==> src/verilog/mp_bus_pkg.sv <==
// Package of shared constants and types for the shared-bus arbitration ends
package mp_bus_pkg;
   localparam int NUM_PROC      = 4;
   localparam int NUM_REQ       = 6;
   localparam int ID_W          = 3;
   localparam int ADDR_W        = 32;
   localparam int DATA_W        = 48;
   localparam int SEL_W         = 4;
   localparam int ACK_WAIT_CYC  = 2;
   localparam logic [ID_W-1:0] ID_NONE = 3'h0;

   typedef enum logic [3:0] {
      ST_IDLE   = 4'h1,
      ST_MASTER = 4'h2,
      ST_HOST   = 4'h4,
      ST_FLOAT  = 4'h8
   } bus_state_t;
endpackage

==> src/verilog/mp_bus_if.sv <==
// Interface joining the processor module end and the host end of the shared bus
`timescale 1ns/10ps
interface mp_bus_if;
   logic                               bus_float_request_b;
   logic                               host_bus_request_b;
   logic                               host_bus_grant_b;
   logic                               host_bus_grant_oe;
   logic [mp_bus_pkg::SEL_W-1:0]       proc_select_b;
   logic                               host_wait_ack_out;
   logic                               host_wait_ack_oe;
   logic [mp_bus_pkg::NUM_REQ-1:0]     mp_bus_request_b;
   logic                               core_priority_access_oe;
   logic                               core_priority_access_b;
   logic                               bus_drive_oe;
   logic [mp_bus_pkg::ADDR_W-1:0]      addr;
   logic                               rd_b;
   logic                               wr_b;

   modport device (
      input  bus_float_request_b,
      input  host_bus_request_b,
      input  host_bus_grant_b,
      output host_bus_grant_oe,
      input  proc_select_b,
      output host_wait_ack_out,
      output host_wait_ack_oe,
      input  mp_bus_request_b,
      output core_priority_access_oe,
      input  core_priority_access_b,
      output bus_drive_oe
   );
   modport host (
      output bus_float_request_b,
      output host_bus_request_b,
      input  host_bus_grant_b,
      output proc_select_b,
      input  host_wait_ack_out,
      input  host_wait_ack_oe,
      output addr,
      output rd_b,
      output wr_b
   );
endinterface

==> src/verilog/mp_bus_device.sv <==
// Processor module end: host grant, wait acknowledge and multiprocessor arbitration
`timescale 1ns/10ps
module mp_bus_device (
   input  wire logic                            core_clk_in,
   input  wire logic                            rst_b_in,
   mp_bus_if.device                             bus,
   input  wire logic [mp_bus_pkg::NUM_PROC-1:0] core_access_req_in,
   input  wire logic [mp_bus_pkg::NUM_PROC-1:0] dma_access_req_in,
   input  wire logic [mp_bus_pkg::NUM_PROC-1:0] ack_drive_mode_in,
   input  wire logic [mp_bus_pkg::ID_W-1:0]     proc_id_base_in,
   input  wire logic                            rotating_priority_select_in,
   input  wire logic                            host_access_done_in,
   output logic [mp_bus_pkg::NUM_PROC-1:0]      access_grant_out,
   output logic [mp_bus_pkg::NUM_PROC-1:0]      access_stall_out,
   output logic [mp_bus_pkg::NUM_REQ-1:0]       mp_bus_request_drive_out,
   output logic [mp_bus_pkg::ID_W-1:0]          bus_master_id_out
);
   mp_bus_pkg::bus_state_t              state;
   logic [mp_bus_pkg::NUM_REQ-1:0]      req_vec;
   logic [mp_bus_pkg::NUM_REQ-1:0]      own_req;
   logic [mp_bus_pkg::ID_W-1:0]         last_id;
   logic [mp_bus_pkg::ID_W-1:0]         next_id;
   logic [mp_bus_pkg::ACK_WAIT_CYC:0]   ack_cnt;
   logic                                any_sel;
   logic                                float_now;
   logic                                host_req;
   logic                                cpa_active;
   logic                                still_req;

   // Request line index of a processor: its id minus one (ids count from one)
   function automatic logic [mp_bus_pkg::ID_W-1:0] line_of(input logic [mp_bus_pkg::ID_W-1:0] id);
      line_of = id - 3'h1;
   endfunction

   // Pick winner from a request vector: fixed favours lowest id, rotating starts past last
   function automatic logic [mp_bus_pkg::ID_W-1:0] pick(
      input logic [mp_bus_pkg::NUM_REQ-1:0] req,
      input logic [mp_bus_pkg::ID_W-1:0]    last,
      input logic                           rot);
      logic [mp_bus_pkg::ID_W-1:0] win;
      logic [mp_bus_pkg::ID_W-1:0] idx;
      win = mp_bus_pkg::ID_NONE;
      for (int k = mp_bus_pkg::NUM_REQ - 1; k >= 0; k--) begin
         if (rot && last != mp_bus_pkg::ID_NONE) begin
            idx = 3'((int'(last) + k) % mp_bus_pkg::NUM_REQ);
         end else begin
            idx = 3'(k);
         end
         if (req[idx]) begin
            win = idx + 3'h1;
         end
      end
      pick = win;
   endfunction

   assign host_req   = !bus.host_bus_request_b;
   assign float_now  = !bus.bus_float_request_b;
   assign any_sel    = !(&bus.proc_select_b);
   assign cpa_active = !bus.core_priority_access_b;

   // Our processors' own lines plus every monitored line from the wider system
   always_comb begin
      own_req = '0;
      for (int p = 0; p < mp_bus_pkg::NUM_PROC; p++) begin
         if (core_access_req_in[p] || (dma_access_req_in[p] && !cpa_active)) begin
            own_req[line_of(proc_id_base_in + 3'(p))] = 1'b1;
         end
      end
      req_vec = own_req | ~bus.mp_bus_request_b;
      next_id = pick(req_vec, last_id, rotating_priority_select_in);
      // Current master keeps the bus for as long as its own line stays asserted
      still_req = 1'b0;
      if (last_id != mp_bus_pkg::ID_NONE) begin
         still_req = req_vec[line_of(last_id)];
      end
   end

   // Arbitration: float beats all, host beats processors, then processors by priority
   always_ff @(posedge core_clk_in) begin
      if (!rst_b_in) begin
         state   <= mp_bus_pkg::ST_IDLE;
         last_id <= mp_bus_pkg::ID_NONE;
      end else begin
         case (state)
            mp_bus_pkg::ST_IDLE, mp_bus_pkg::ST_MASTER: begin
               if (float_now) begin
                  state <= mp_bus_pkg::ST_FLOAT;
               end else if (host_req) begin
                  state <= mp_bus_pkg::ST_HOST;
               end else if (state == mp_bus_pkg::ST_MASTER && still_req) begin
                  // No preemption: the priority scheme only decides at a handover
                  state <= mp_bus_pkg::ST_MASTER;
               end else if (next_id != mp_bus_pkg::ID_NONE) begin
                  state   <= mp_bus_pkg::ST_MASTER;
                  last_id <= next_id;
               end else begin
                  state <= mp_bus_pkg::ST_IDLE;
               end
            end
            mp_bus_pkg::ST_HOST: begin
               if (!host_req) begin
                  state <= mp_bus_pkg::ST_IDLE;
               end
            end
            mp_bus_pkg::ST_FLOAT: begin
               if (!float_now) begin
                  state <= mp_bus_pkg::ST_IDLE;
               end
            end
            default: state <= mp_bus_pkg::ST_IDLE;
         endcase
      end
   end

   // Per-processor grant; processor p carries id base plus p
   always_ff @(posedge core_clk_in) begin
      if (!rst_b_in) begin
         access_grant_out <= '0;
      end else begin
         for (int p = 0; p < mp_bus_pkg::NUM_PROC; p++) begin
            access_grant_out[p] <= (state == mp_bus_pkg::ST_MASTER) && !float_now &&
                                   !host_req && last_id == proc_id_base_in + 3'(p);
         end
      end
   end

   // A processor wanting the bus stalls while it is floated or held by the host
   always_ff @(posedge core_clk_in) begin
      if (!rst_b_in) begin
         access_stall_out <= '0;
      end else begin
         for (int p = 0; p < mp_bus_pkg::NUM_PROC; p++) begin
            access_stall_out[p] <= (core_access_req_in[p] || dma_access_req_in[p]) &&
                                   (float_now || host_req);
         end
      end
   end

   // Bus pins float the cycle after a float request or on handing to the host
   always_ff @(posedge core_clk_in) begin
      if (!rst_b_in) begin
         bus.bus_drive_oe <= 1'b0;
      end else begin
         bus.bus_drive_oe <= (state == mp_bus_pkg::ST_MASTER) && !float_now &&
                             !host_req;
      end
   end

   // Grant stays low while the host holds its request and no float is requested; driven in idle, master or host state
   always_ff @(posedge core_clk_in) begin
      if (!rst_b_in) begin
         bus.host_bus_grant_oe <= 1'b0;
      end else begin
         bus.host_bus_grant_oe <= host_req && !float_now &&
                                  (state == mp_bus_pkg::ST_HOST ||
                                   state == mp_bus_pkg::ST_MASTER ||
                                   state == mp_bus_pkg::ST_IDLE);
      end
   end

   // Wait acknowledge: low for a fixed wait, then high when done; open drain by default
   always_ff @(posedge core_clk_in) begin
      if (!rst_b_in) begin
         ack_cnt                 <= '0;
         bus.host_wait_ack_out   <= 1'b0;
         bus.host_wait_ack_oe    <= 1'b0;
      end else if (any_sel && host_req && state == mp_bus_pkg::ST_HOST) begin
         if (!ack_cnt[mp_bus_pkg::ACK_WAIT_CYC] && !host_access_done_in) begin
            ack_cnt               <= ack_cnt + 1'b1;
            bus.host_wait_ack_out <= 1'b0;
            bus.host_wait_ack_oe  <= 1'b1;
         end else begin
            // Push-pull drives the ready level; open drain just lets go of the line
            bus.host_wait_ack_out <= 1'b1;
            bus.host_wait_ack_oe  <= |(ack_drive_mode_in & ~bus.proc_select_b);
         end
      end else begin
         ack_cnt               <= '0;
         bus.host_wait_ack_out <= 1'b0;
         bus.host_wait_ack_oe  <= 1'b0;
      end
   end

   // Wired core priority line pulled low while any core needs the bus as a slave
   always_ff @(posedge core_clk_in) begin
      if (!rst_b_in) begin
         bus.core_priority_access_oe <= 1'b0;
      end else begin
         bus.core_priority_access_oe <= |core_access_req_in;
      end
   end

   // Request lines this module pulls low, for observation
   always_ff @(posedge core_clk_in) begin
      if (!rst_b_in) begin
         mp_bus_request_drive_out <= '0;
      end else begin
         mp_bus_request_drive_out <= own_req;
      end
   end

   // Id of the current master, zero while nobody or the host holds the bus
   always_ff @(posedge core_clk_in) begin
      if (!rst_b_in) begin
         bus_master_id_out <= mp_bus_pkg::ID_NONE;
      end else begin
         bus_master_id_out <= (state == mp_bus_pkg::ST_MASTER) ? last_id
                                                               : mp_bus_pkg::ID_NONE;
      end
   end
endmodule

==> src/flat_wrapper.sv <==
// flat-port wrapper written by rule: the top's interface ports become plain ports
module mp_bus_device_flat 
  (core_clk_in, rst_b_in, core_access_req_in, dma_access_req_in, ack_drive_mode_in, proc_id_base_in, rotating_priority_select_in, host_access_done_in, access_grant_out, access_stall_out, mp_bus_request_drive_out, bus_master_id_out, bus_bus_float_request_b, bus_host_bus_request_b, bus_host_bus_grant_b, bus_host_bus_grant_oe, bus_proc_select_b, bus_host_wait_ack_out, bus_host_wait_ack_oe, bus_mp_bus_request_b, bus_core_priority_access_oe, bus_core_priority_access_b, bus_bus_drive_oe);
  mp_bus_if bus_i ();
  input  wire logic core_clk_in;
  input  wire logic rst_b_in;
  input  wire logic [mp_bus_pkg::NUM_PROC-1:0] core_access_req_in;
  input  wire logic [mp_bus_pkg::NUM_PROC-1:0] dma_access_req_in;
  input  wire logic [mp_bus_pkg::NUM_PROC-1:0] ack_drive_mode_in;
  input  wire logic [mp_bus_pkg::ID_W-1:0] proc_id_base_in;
  input  wire logic rotating_priority_select_in;
  input  wire logic host_access_done_in;
  output logic [mp_bus_pkg::NUM_PROC-1:0] access_grant_out;
  output logic [mp_bus_pkg::NUM_PROC-1:0] access_stall_out;
  output logic [mp_bus_pkg::NUM_REQ-1:0] mp_bus_request_drive_out;
  output logic [mp_bus_pkg::ID_W-1:0] bus_master_id_out;
  input wire logic [$bits(bus_i.bus_float_request_b)-1:0] bus_bus_float_request_b;
  input wire logic [$bits(bus_i.host_bus_request_b)-1:0] bus_host_bus_request_b;
  input wire logic [$bits(bus_i.host_bus_grant_b)-1:0] bus_host_bus_grant_b;
  output wire logic [$bits(bus_i.host_bus_grant_oe)-1:0] bus_host_bus_grant_oe;
  input wire logic [$bits(bus_i.proc_select_b)-1:0] bus_proc_select_b;
  output wire logic [$bits(bus_i.host_wait_ack_out)-1:0] bus_host_wait_ack_out;
  output wire logic [$bits(bus_i.host_wait_ack_oe)-1:0] bus_host_wait_ack_oe;
  input wire logic [$bits(bus_i.mp_bus_request_b)-1:0] bus_mp_bus_request_b;
  output wire logic [$bits(bus_i.core_priority_access_oe)-1:0] bus_core_priority_access_oe;
  input wire logic [$bits(bus_i.core_priority_access_b)-1:0] bus_core_priority_access_b;
  output wire logic [$bits(bus_i.bus_drive_oe)-1:0] bus_bus_drive_oe;
  assign bus_i.bus_float_request_b = bus_bus_float_request_b;
  assign bus_i.host_bus_request_b = bus_host_bus_request_b;
  assign bus_i.host_bus_grant_b = bus_host_bus_grant_b;
  assign bus_host_bus_grant_oe = bus_i.host_bus_grant_oe;
  assign bus_i.proc_select_b = bus_proc_select_b;
  assign bus_host_wait_ack_out = bus_i.host_wait_ack_out;
  assign bus_host_wait_ack_oe = bus_i.host_wait_ack_oe;
  assign bus_i.mp_bus_request_b = bus_mp_bus_request_b;
  assign bus_core_priority_access_oe = bus_i.core_priority_access_oe;
  assign bus_i.core_priority_access_b = bus_core_priority_access_b;
  assign bus_bus_drive_oe = bus_i.bus_drive_oe;
  mp_bus_device u_core (.core_clk_in(core_clk_in), .rst_b_in(rst_b_in), .bus(bus_i), .core_access_req_in(core_access_req_in), .dma_access_req_in(dma_access_req_in), .ack_drive_mode_in(ack_drive_mode_in), .proc_id_base_in(proc_id_base_in), .rotating_priority_select_in(rotating_priority_select_in), .host_access_done_in(host_access_done_in), .access_grant_out(access_grant_out), .access_stall_out(access_stall_out), .mp_bus_request_drive_out(mp_bus_request_drive_out), .bus_master_id_out(bus_master_id_out));
endmodule
==> config.mk <==
export PLATFORM = sky130hd
export DESIGN_NAME = mp_bus_device_flat
export DESIGN_NICKNAME = d
export VERILOG_FILES = /design/src/verilog/mp_bus_pkg.sv /design/src/verilog/mp_bus_if.sv /design/src/verilog/mp_bus_device.sv /design/src/flat_wrapper.sv
export SDC_FILE = /design/constraint.sdc
export NUM_CORES = 1
export LEC_CHECK = 0
export BUFFER_PORTS_ARGS = -buffer_cell sky130_fd_sc_hd__buf_2
export CORE_MARGIN = 2
export CORE_UTILIZATION = 60
export DETAILED_ROUTE_END_ITERATION = 8
export GPL_ROUTABILITY_DRIVEN = 1
export GPL_TIMING_DRIVEN = 0
export PLACE_DENSITY = 0.91
export SYNTH_ARGS = -nofsm -noshare
export SYNTH_HDL_FRONTEND = slang
export SYNTH_SLANG_ARGS = --single-unit
export TNS_END_PERCENT = 1
==> constraint.sdc <==
create_clock -name core_clk_in -period 5.4 [get_ports core_clk_in]
set_input_delay 0.54 -clock core_clk_in [delete_from_list [all_inputs] [get_ports core_clk_in]]
set_output_delay 0.54 -clock core_clk_in [all_outputs]
set_load 0.1 [all_outputs]
==> results.ini, run 1 <==
[run_status]
status=completed

[cts]
clock_sinks=32
post-cts-setup-buffer-count=0
root_buffer=clkbuf_8
clock_latency_ns=0.28
cts_tree=built
holdBufCountCts=0
cts_buffer_depth=2
htreeDepth=2
cts_buffers=5
cts-resized-gates=0
path_clk_slew_ns=0.07

[placed_design]
io_buffer_count=53
dp_cells=502
place_congestion=0.916
pre_cts_slack_ns=1.22
post-dp-hpwl_um=6090
placed_area_um2=3400

[final_layout]
nets=496
n_antenna_cell=0
area.growth.synth_to_final_pct=15.6
final_cell_area_um2=3520
stdcell_count=510
regArea_um2=641
num-fill-cells=393
drive_gt1_share_pct=22.1
multiInputGateArea_um2=2250

[floorplan]
num_rows=25
die_area_um2=5660
core_area_um2=4820
die_w_um=75.3
ios=55
start_util_pct=63.2
die_y_um=75.3

[worst_setup_path]
crit_chain=inv_1 > ha_1 > a21oi_1 > inv_1 > ha_1 > nand2b_1 > nor3_1 > a211oi_1 > o21ai_2 > nand4b_1 > o311ai_4 > a21oi_1 > a22oi_1 > o31ai_2 > nand2_1 > o311a_1
required_ns=5.57
critPathMaxStageDelay_ns=0.52
path_buf_inv=2
timing.rr.end=u_core.state[1]$_SDFFE_PN0P_
r2r_slack_ns=1.17
worstSetupPathType=reg -> reg
cpLargestDelayFamily=compound AO/OA/AOI/OAI gates
rr_worst_depth=16
crit_fanout=9
crit_slowest_cell=dfxtp_1
worstSetupStartpointType=register
r2r_start=u_core.last_id[1]$_SDFFE_PN0P_
crit_arrival_ns=4.40
end_kind=register

[yosys]
synth_edf_count=0
synth_xor_area_share_pct=6.69
yosys-top-cells-count=nor2_1, dfxtp_1, nand2_1, ha_1, a21oi_1
syn_inst=382
synth_area_leaders=dfxtp_1, ha_1, nor2_1
synth-simple-area-share_pct=29.3
yosysTopAreaCell=dfxtp_1
yosys_warnings=0
synth.avg_cell_area_um2=7.98
netlist_area_um2=3050
yosys.cell_count.top_type=nor2_1
async_flop_share_pct=0
synth_seq_cells=32
synth_compound_area_share_pct=26.2
synthDistinctLibCells=74
ys.flop_type=dfxtp_1
synth_fp_nets=436
synth.mux.area_fraction_pct=3.20
synth_top_area_share_pct=21.0
synthAdderAreaFrac_pct=8.62
synth_top_family_by_area=simple AND/OR/NAND/NOR gates
ys_seq_area_share_pct=21.0

[global_routing]
grt_pass1_vias=2888
grt_max_degree=13
use_met1_pct=40.5
use_met3_pct=3.35
antenna_found_initial=0
grt_busiest_layer=met2
grt_pass1_wl_um=13400
track_usage_pct=30.4
overflow=0
use_met2_pct=52.0

[sta]
fin_crit_ns=4.23
setup_violations=0
slew_viol_final=0
max_freq_ghz=0.236
slew_headroom_pct=53.1
finalSetupTns_ns=0
fin_crit_sh_pct=78.4
fin_skew_ns=0.00586
hold_violations=0
rsz0062_at_grt=false
fin_ws_ns=1.17
worst_pin_slew_ns=0.698

[detailed_routing]
route.vias.total=3180
routed_wl_um=8050
drc=0
drt.antenna.violating_nets=0
vias_per_cell=6.24
drt_first_pass_iters=5
dr.first_iter.drc_count=275
wl_per_cell_um=15.8

[power_and_ir_drop]
power_density_nw_per_um2=259
ir_drop_v=0.000182
p_leak_uw=0.00151

[hold_path]
hold_path.class=in -> reg
holdPathEnd=u_core.state[3]$_SDFFE_PN0P_
min_from=bus_bus_float_request_b
holdPathStages=2

[flow_run]
cap_violations=0

## worst max-delay path by stage
stage                                              start                      endpoint  cells after the start
after floorplan                       proc_id_base_in[0]  u_core.state[1]$_SDFFE_PN0P_                     14
after global placement                proc_id_base_in[0]  u_core.state[1]$_SDFFE_PN0P_                     15
after detailed placement              proc_id_base_in[0]  u_core.state[1]$_SDFFE_PN0P_                     15
after CTS                 u_core.last_id[1]$_SDFFE_PN0P_  u_core.state[1]$_SDFFE_PN0P_                     16
after global routing      u_core.last_id[1]$_SDFFE_PN0P_  u_core.state[1]$_SDFFE_PN0P_                     16
final                     u_core.last_id[1]$_SDFFE_PN0P_  u_core.state[1]$_SDFFE_PN0P_                     16
## through the flow
stage | util [%] | total power, µW | hold slack [ns]
floorplan | - | 566 | 0.454
detailed placement | 70.5 | 653 | 0.473
global placement | 70.5 | 642 | 0.471
global route | 73.1 | 961 | 0.476
finish | 73.1 | 912 | 0.465
CTS | 73.1 | 905 | 0.464
## placed cells by master, fill, tap and decap left out, drive strengths merged, types with 8 or more instances in the layout
master	Yosys	routed
nand3	16	16
xor2	10	10
o21ai	21	21
inv	21	21
nand4	8	8
nor2	34	34
a21oi	19	19
dfxtp	32	32
nor3	13	13
buf	5	58
clkbuf	11	18
nand2b	8	8
ha	21	21
nand2	30	30
a31oi	9	9
## sequential cells by signal, indices dropped and copies added, names as in the netlist
register and flops:
u_core.access_grant_out 4, u_core.access_stall_out 4, u_core.ack_cnt 3, u_core.bus.bus_drive_oe 1, u_core.bus.core_priority_access_oe 1, u_core.bus.host_bus_grant_oe 1, u_core.bus.host_wait_ack_oe 1, u_core.bus.host_wait_ack_out 1
u_core.bus_master_id_out 3, u_core.last_id 3, u_core.mp_bus_request_drive_out 6, u_core.state 4
## layout make-up
type                            instances  area share, %
Tap cell                               67           2.38
Inverter                               22           2.34
Clock inverter                          1          0.853
Buffer                                 16           1.95
Sequential cell                        32           18.2
Timing Repair Buffer                   53           7.53
Clock buffer                            7           2.74
Multi-Input combinational cell        312           64.0
## cell families (layout without fill, tap and decap cells)
group | count (synthesis) | in the layout
adder cells (fa/ha/maj) | 21 | 21
multiplexers | 8 | 8
XOR/XNOR | 19 | 19
AND/OR/NAND/NOR | 162 | 162
AO/OA/AOI/OAI | 102 | 102
buffers and inverters | 38 | 99
flip-flops | 32 | 32
## where the power goes
group	total, µW	internal [µW]	switching, µW
Sequential	257	249	7.55
Combinational	400	135	265
Clock	255	163	92.0
## worst register-to-register path: stages, from the launching register on
cell      delay [ns]
dfxtp_1         0.52
inv_1           0.23
ha_1            0.36
a21oi_1         0.40
inv_1           0.11
ha_1            0.29
nand2b_1        0.15
nor3_1          0.20
a211oi_1        0.10
o21ai_2         0.27
nand4b_1        0.20
o311ai_4        0.15
a21oi_1         0.14
a22oi_1         0.11
o31ai_2         0.41
nand2_1         0.16
o311a_1         0.33
## per-layer routing
layer | part of all wire (%) | up-vias | wire length [µm]
li1 | - | 1537 | -
met3 | 8.1 | 13 | 655
met2 | 47 | 147 | 3810
met1 | 43 | 1483 | 3450
met4 | 1.7 | 0 | 138
met5 | 0 | - | 0
No activity file was read; power rests on OpenSTA's default activity.
==> inputs of run 2 (changes only) <==
Settings changed: CORE_UTILIZATION 60 to 57, PLACE_DENSITY 0.91 to 0.87.
Clock period 5.4 ns to 3.9 ns, I/O delays scaled along.
==> results.ini, run 2 (synthesis gave the netlist of run 1 again) <==
[detailed_routing]
drt_first_pass_iters=5  ; unchanged
drc=0  ; unchanged
route.vias.total=3279  ; was 3180
routed_wl_um=8870  ; was 8050 µm
dr.first_iter.drc_count=281  ; was 275
drt.antenna.violating_nets=0  ; unchanged
wl_per_cell_um=17.0  ; was 15.8 µm
vias_per_cell=6.27  ; was 6.24

[run_status]
status=completed  ; unchanged

[final_layout]
final_util_pct=72.6  ; was 73.1%
nets=506  ; was 496
drive_gt1_share_pct=27.8  ; was 22.1%
top_register=u_core.mp_bus_request_drive_out  ; unchanged
final_cell_mix=buf_2, nor2_1, nand2_1, dfxtp_1, ha_1  ; was buf_2, nor2_1, dfxtp_1, nand2_1, ha_1
n_antenna_cell=0  ; unchanged
final_cell_area_um2=3730  ; was 3520 µm²
mostFrequentLayoutCell=buf_2  ; unchanged
largest_reg_flops=6  ; unchanged
area.growth.synth_to_final_pct=22.5  ; was 15.6%
stdcell_count=523  ; was 510

[placed_design]
io_buffer_count=53  ; unchanged
post-dp-hpwl_um=6300  ; was 6090 µm
place_congestion=0.965  ; was 0.916
pre_cts_slack_ns=-0.257  ; was 1.22 ns
placed_area_um2=3400  ; about the same
dp_cells=505  ; was 502

[worst_setup_path]
required_ns=4.10  ; was 5.57 ns
worstSetupStartpointType=register  ; unchanged
critPathLaunch=u_core.last_id[2]$_SDFFE_PN0P_  ; was u_core.last_id[1]$_SDFFE_PN0P_
r2r_start=u_core.last_id[2]$_SDFFE_PN0P_  ; was u_core.last_id[1]$_SDFFE_PN0P_
crit_fanout=10  ; was 9
worstSetupPathType=reg -> reg  ; unchanged
end_kind=register  ; unchanged
crit_arrival_ns=4.03  ; was 4.40 ns

[cts]
htreeDepth=2  ; unchanged
clock_sinks=32  ; unchanged
cts_buffer_depth=2  ; unchanged
clock_latency_ns=0.30  ; was 0.28 ns
root_buffer=clkbuf_8  ; unchanged
cts_tree=built  ; unchanged
holdBufCountCts=0  ; unchanged
path_clk_slew_ns=0.07  ; about the same
cts_buffers=5  ; unchanged

[global_routing]
grt_max_degree=13  ; unchanged
grt_pass1_vias=2892  ; was 2888
antenna_found_initial=0  ; unchanged
overflow=0  ; unchanged
grt_pass1_wl_um=13700  ; was 13400 µm
track_usage_pct=28.0  ; was 30.4%

[sta]
worst_pin_slew_ns=0.715  ; was 0.698 ns
holdWs_ns=0.311  ; was 0.465 ns
hold_violations=0  ; unchanged
fin_crit_sh_pct=98.1  ; was 78.4%
fin_skew_ns=0.00777  ; was 0.00586 ns
slew_headroom_pct=52.0  ; was 53.1%
slew_viol_final=0  ; unchanged
fin_ws_ns=0.0727  ; was 1.17 ns
setup_violations=0  ; unchanged
max_freq_ghz=0.261  ; was 0.236 GHz
fin_crit_ns=3.83  ; was 4.23 ns

[power_and_ir_drop]
ir_drop_v=0.000192  ; was 0.000182 V
power_density_nw_per_um2=353  ; was 259 nW/µm²
p_leak_uw=0.00157  ; was 0.00151 µW

[floorplan]
die_w_um=77.1  ; was 75.3 µm
num_rows=26  ; was 25
start_util_pct=59.3  ; was 63.2%
die_area_um2=5950  ; was 5660 µm²
core_area_um2=5140  ; was 4820 µm²
die_y_um=77.1  ; was 75.3 µm
ios=55  ; unchanged

[flow_run]
cap_violations=0  ; unchanged

[hold_path]
hold_path.class=in -> reg  ; unchanged
min_from=bus_bus_float_request_b  ; unchanged

## run 2: cell count changes in the layout (fill, tap and decap cells not counted), sizes merged
cell | previous run | this run
buf | 58 | 68
clkinvlp | 0 | 3
clkbuf | 18 | 16
inv | 21 | 19
clkinv | 1 | 2
## run 2: path summary, 6_finish.rpt
| kind | to | slack, ns | depth (start not counted) |
|---|---|---|---|
| worst min register to register | u_core.ack_cnt[1]$_SDFFE_PN0P_ | 0.48 | 2 |
| worst min-delay path | u_core.state[3]$_SDFFE_PN0P_ | 0.31 | 2 |
| worst max-delay path | u_core.last_id[2]$_SDFFE_PN0P_ | 0.07 | 16 |
| worst max register to register | u_core.last_id[2]$_SDFFE_PN0P_ | 0.07 | 16 |
## run 2: area by class of cell
type / instances / area [µm²]
inverters: 22 / 90.1
well taps: 70 / 87.6
plain buffers: 15 / 75.1
flip-flops and latches: 32 / 648
multi-input cells: 312 / 2360
clock buffers: 5 / 68.8
clock inverters: 3 / 42.5
repair buffers: 64 / 360
fillers: 423 / 1410
## run 2: worst max-delay path: stages (launching register included)
cell and delay, ns:
dfxtp_1 0.43, buf_4 0.25, inv_1 0.13, ha_2 0.27, a21o_1 0.24, ha_1 0.30, nand2b_1 0.17, o21ai_2 0.18
nand3b_1 0.16, a21oi_4 0.24, nand4bb_1 0.16, nand3_1 0.16, and3_1 0.24, nor3_2 0.20, o21ai_2 0.14, or3b_1 0.40
o221ai_1 0.09
## run 2: metal layers
layer / global-route usage (%) / part of all wire [%] / vias up / wire length, µm
met2: 46.6 / 47 / 194 / 4170
met3: 3.65 / 9.4 / 33 / 831
met4: 7.86 / 2.4 / 0 / 214
li1: - / - / 1564 / -
met5: 0 / 0 / - / 0
met1: 38.2 / 41 / 1488 / 3660
## run 2: what timing repair did
item | 4_1_cts | 5_1_grt
pin swaps | 2 | 7
setup endpoints to repair | 5 | 5
resized for setup | 6 | 24
setup buffers | 1 | 10
## run 2: power breakdown
part           switching (µW)  total (µW)  internal, µW  leakage, µW
combinational             402         631           230      0.00125
sequential               11.5         357           346     0.000263
clock                     140         329           189    0.0000541
total                     553        1320           765      0.00157
## run 2: stage by stage
stage	setup TNS (ns)	total power, µW
2_1_floorplan	0	784
3_3_place_gp	-0.172	889
3_5_place_dp	-0.609	905
4_1_cts	-0.00191	1240
5_1_grt	-0.277	1380
6_report	0	1320
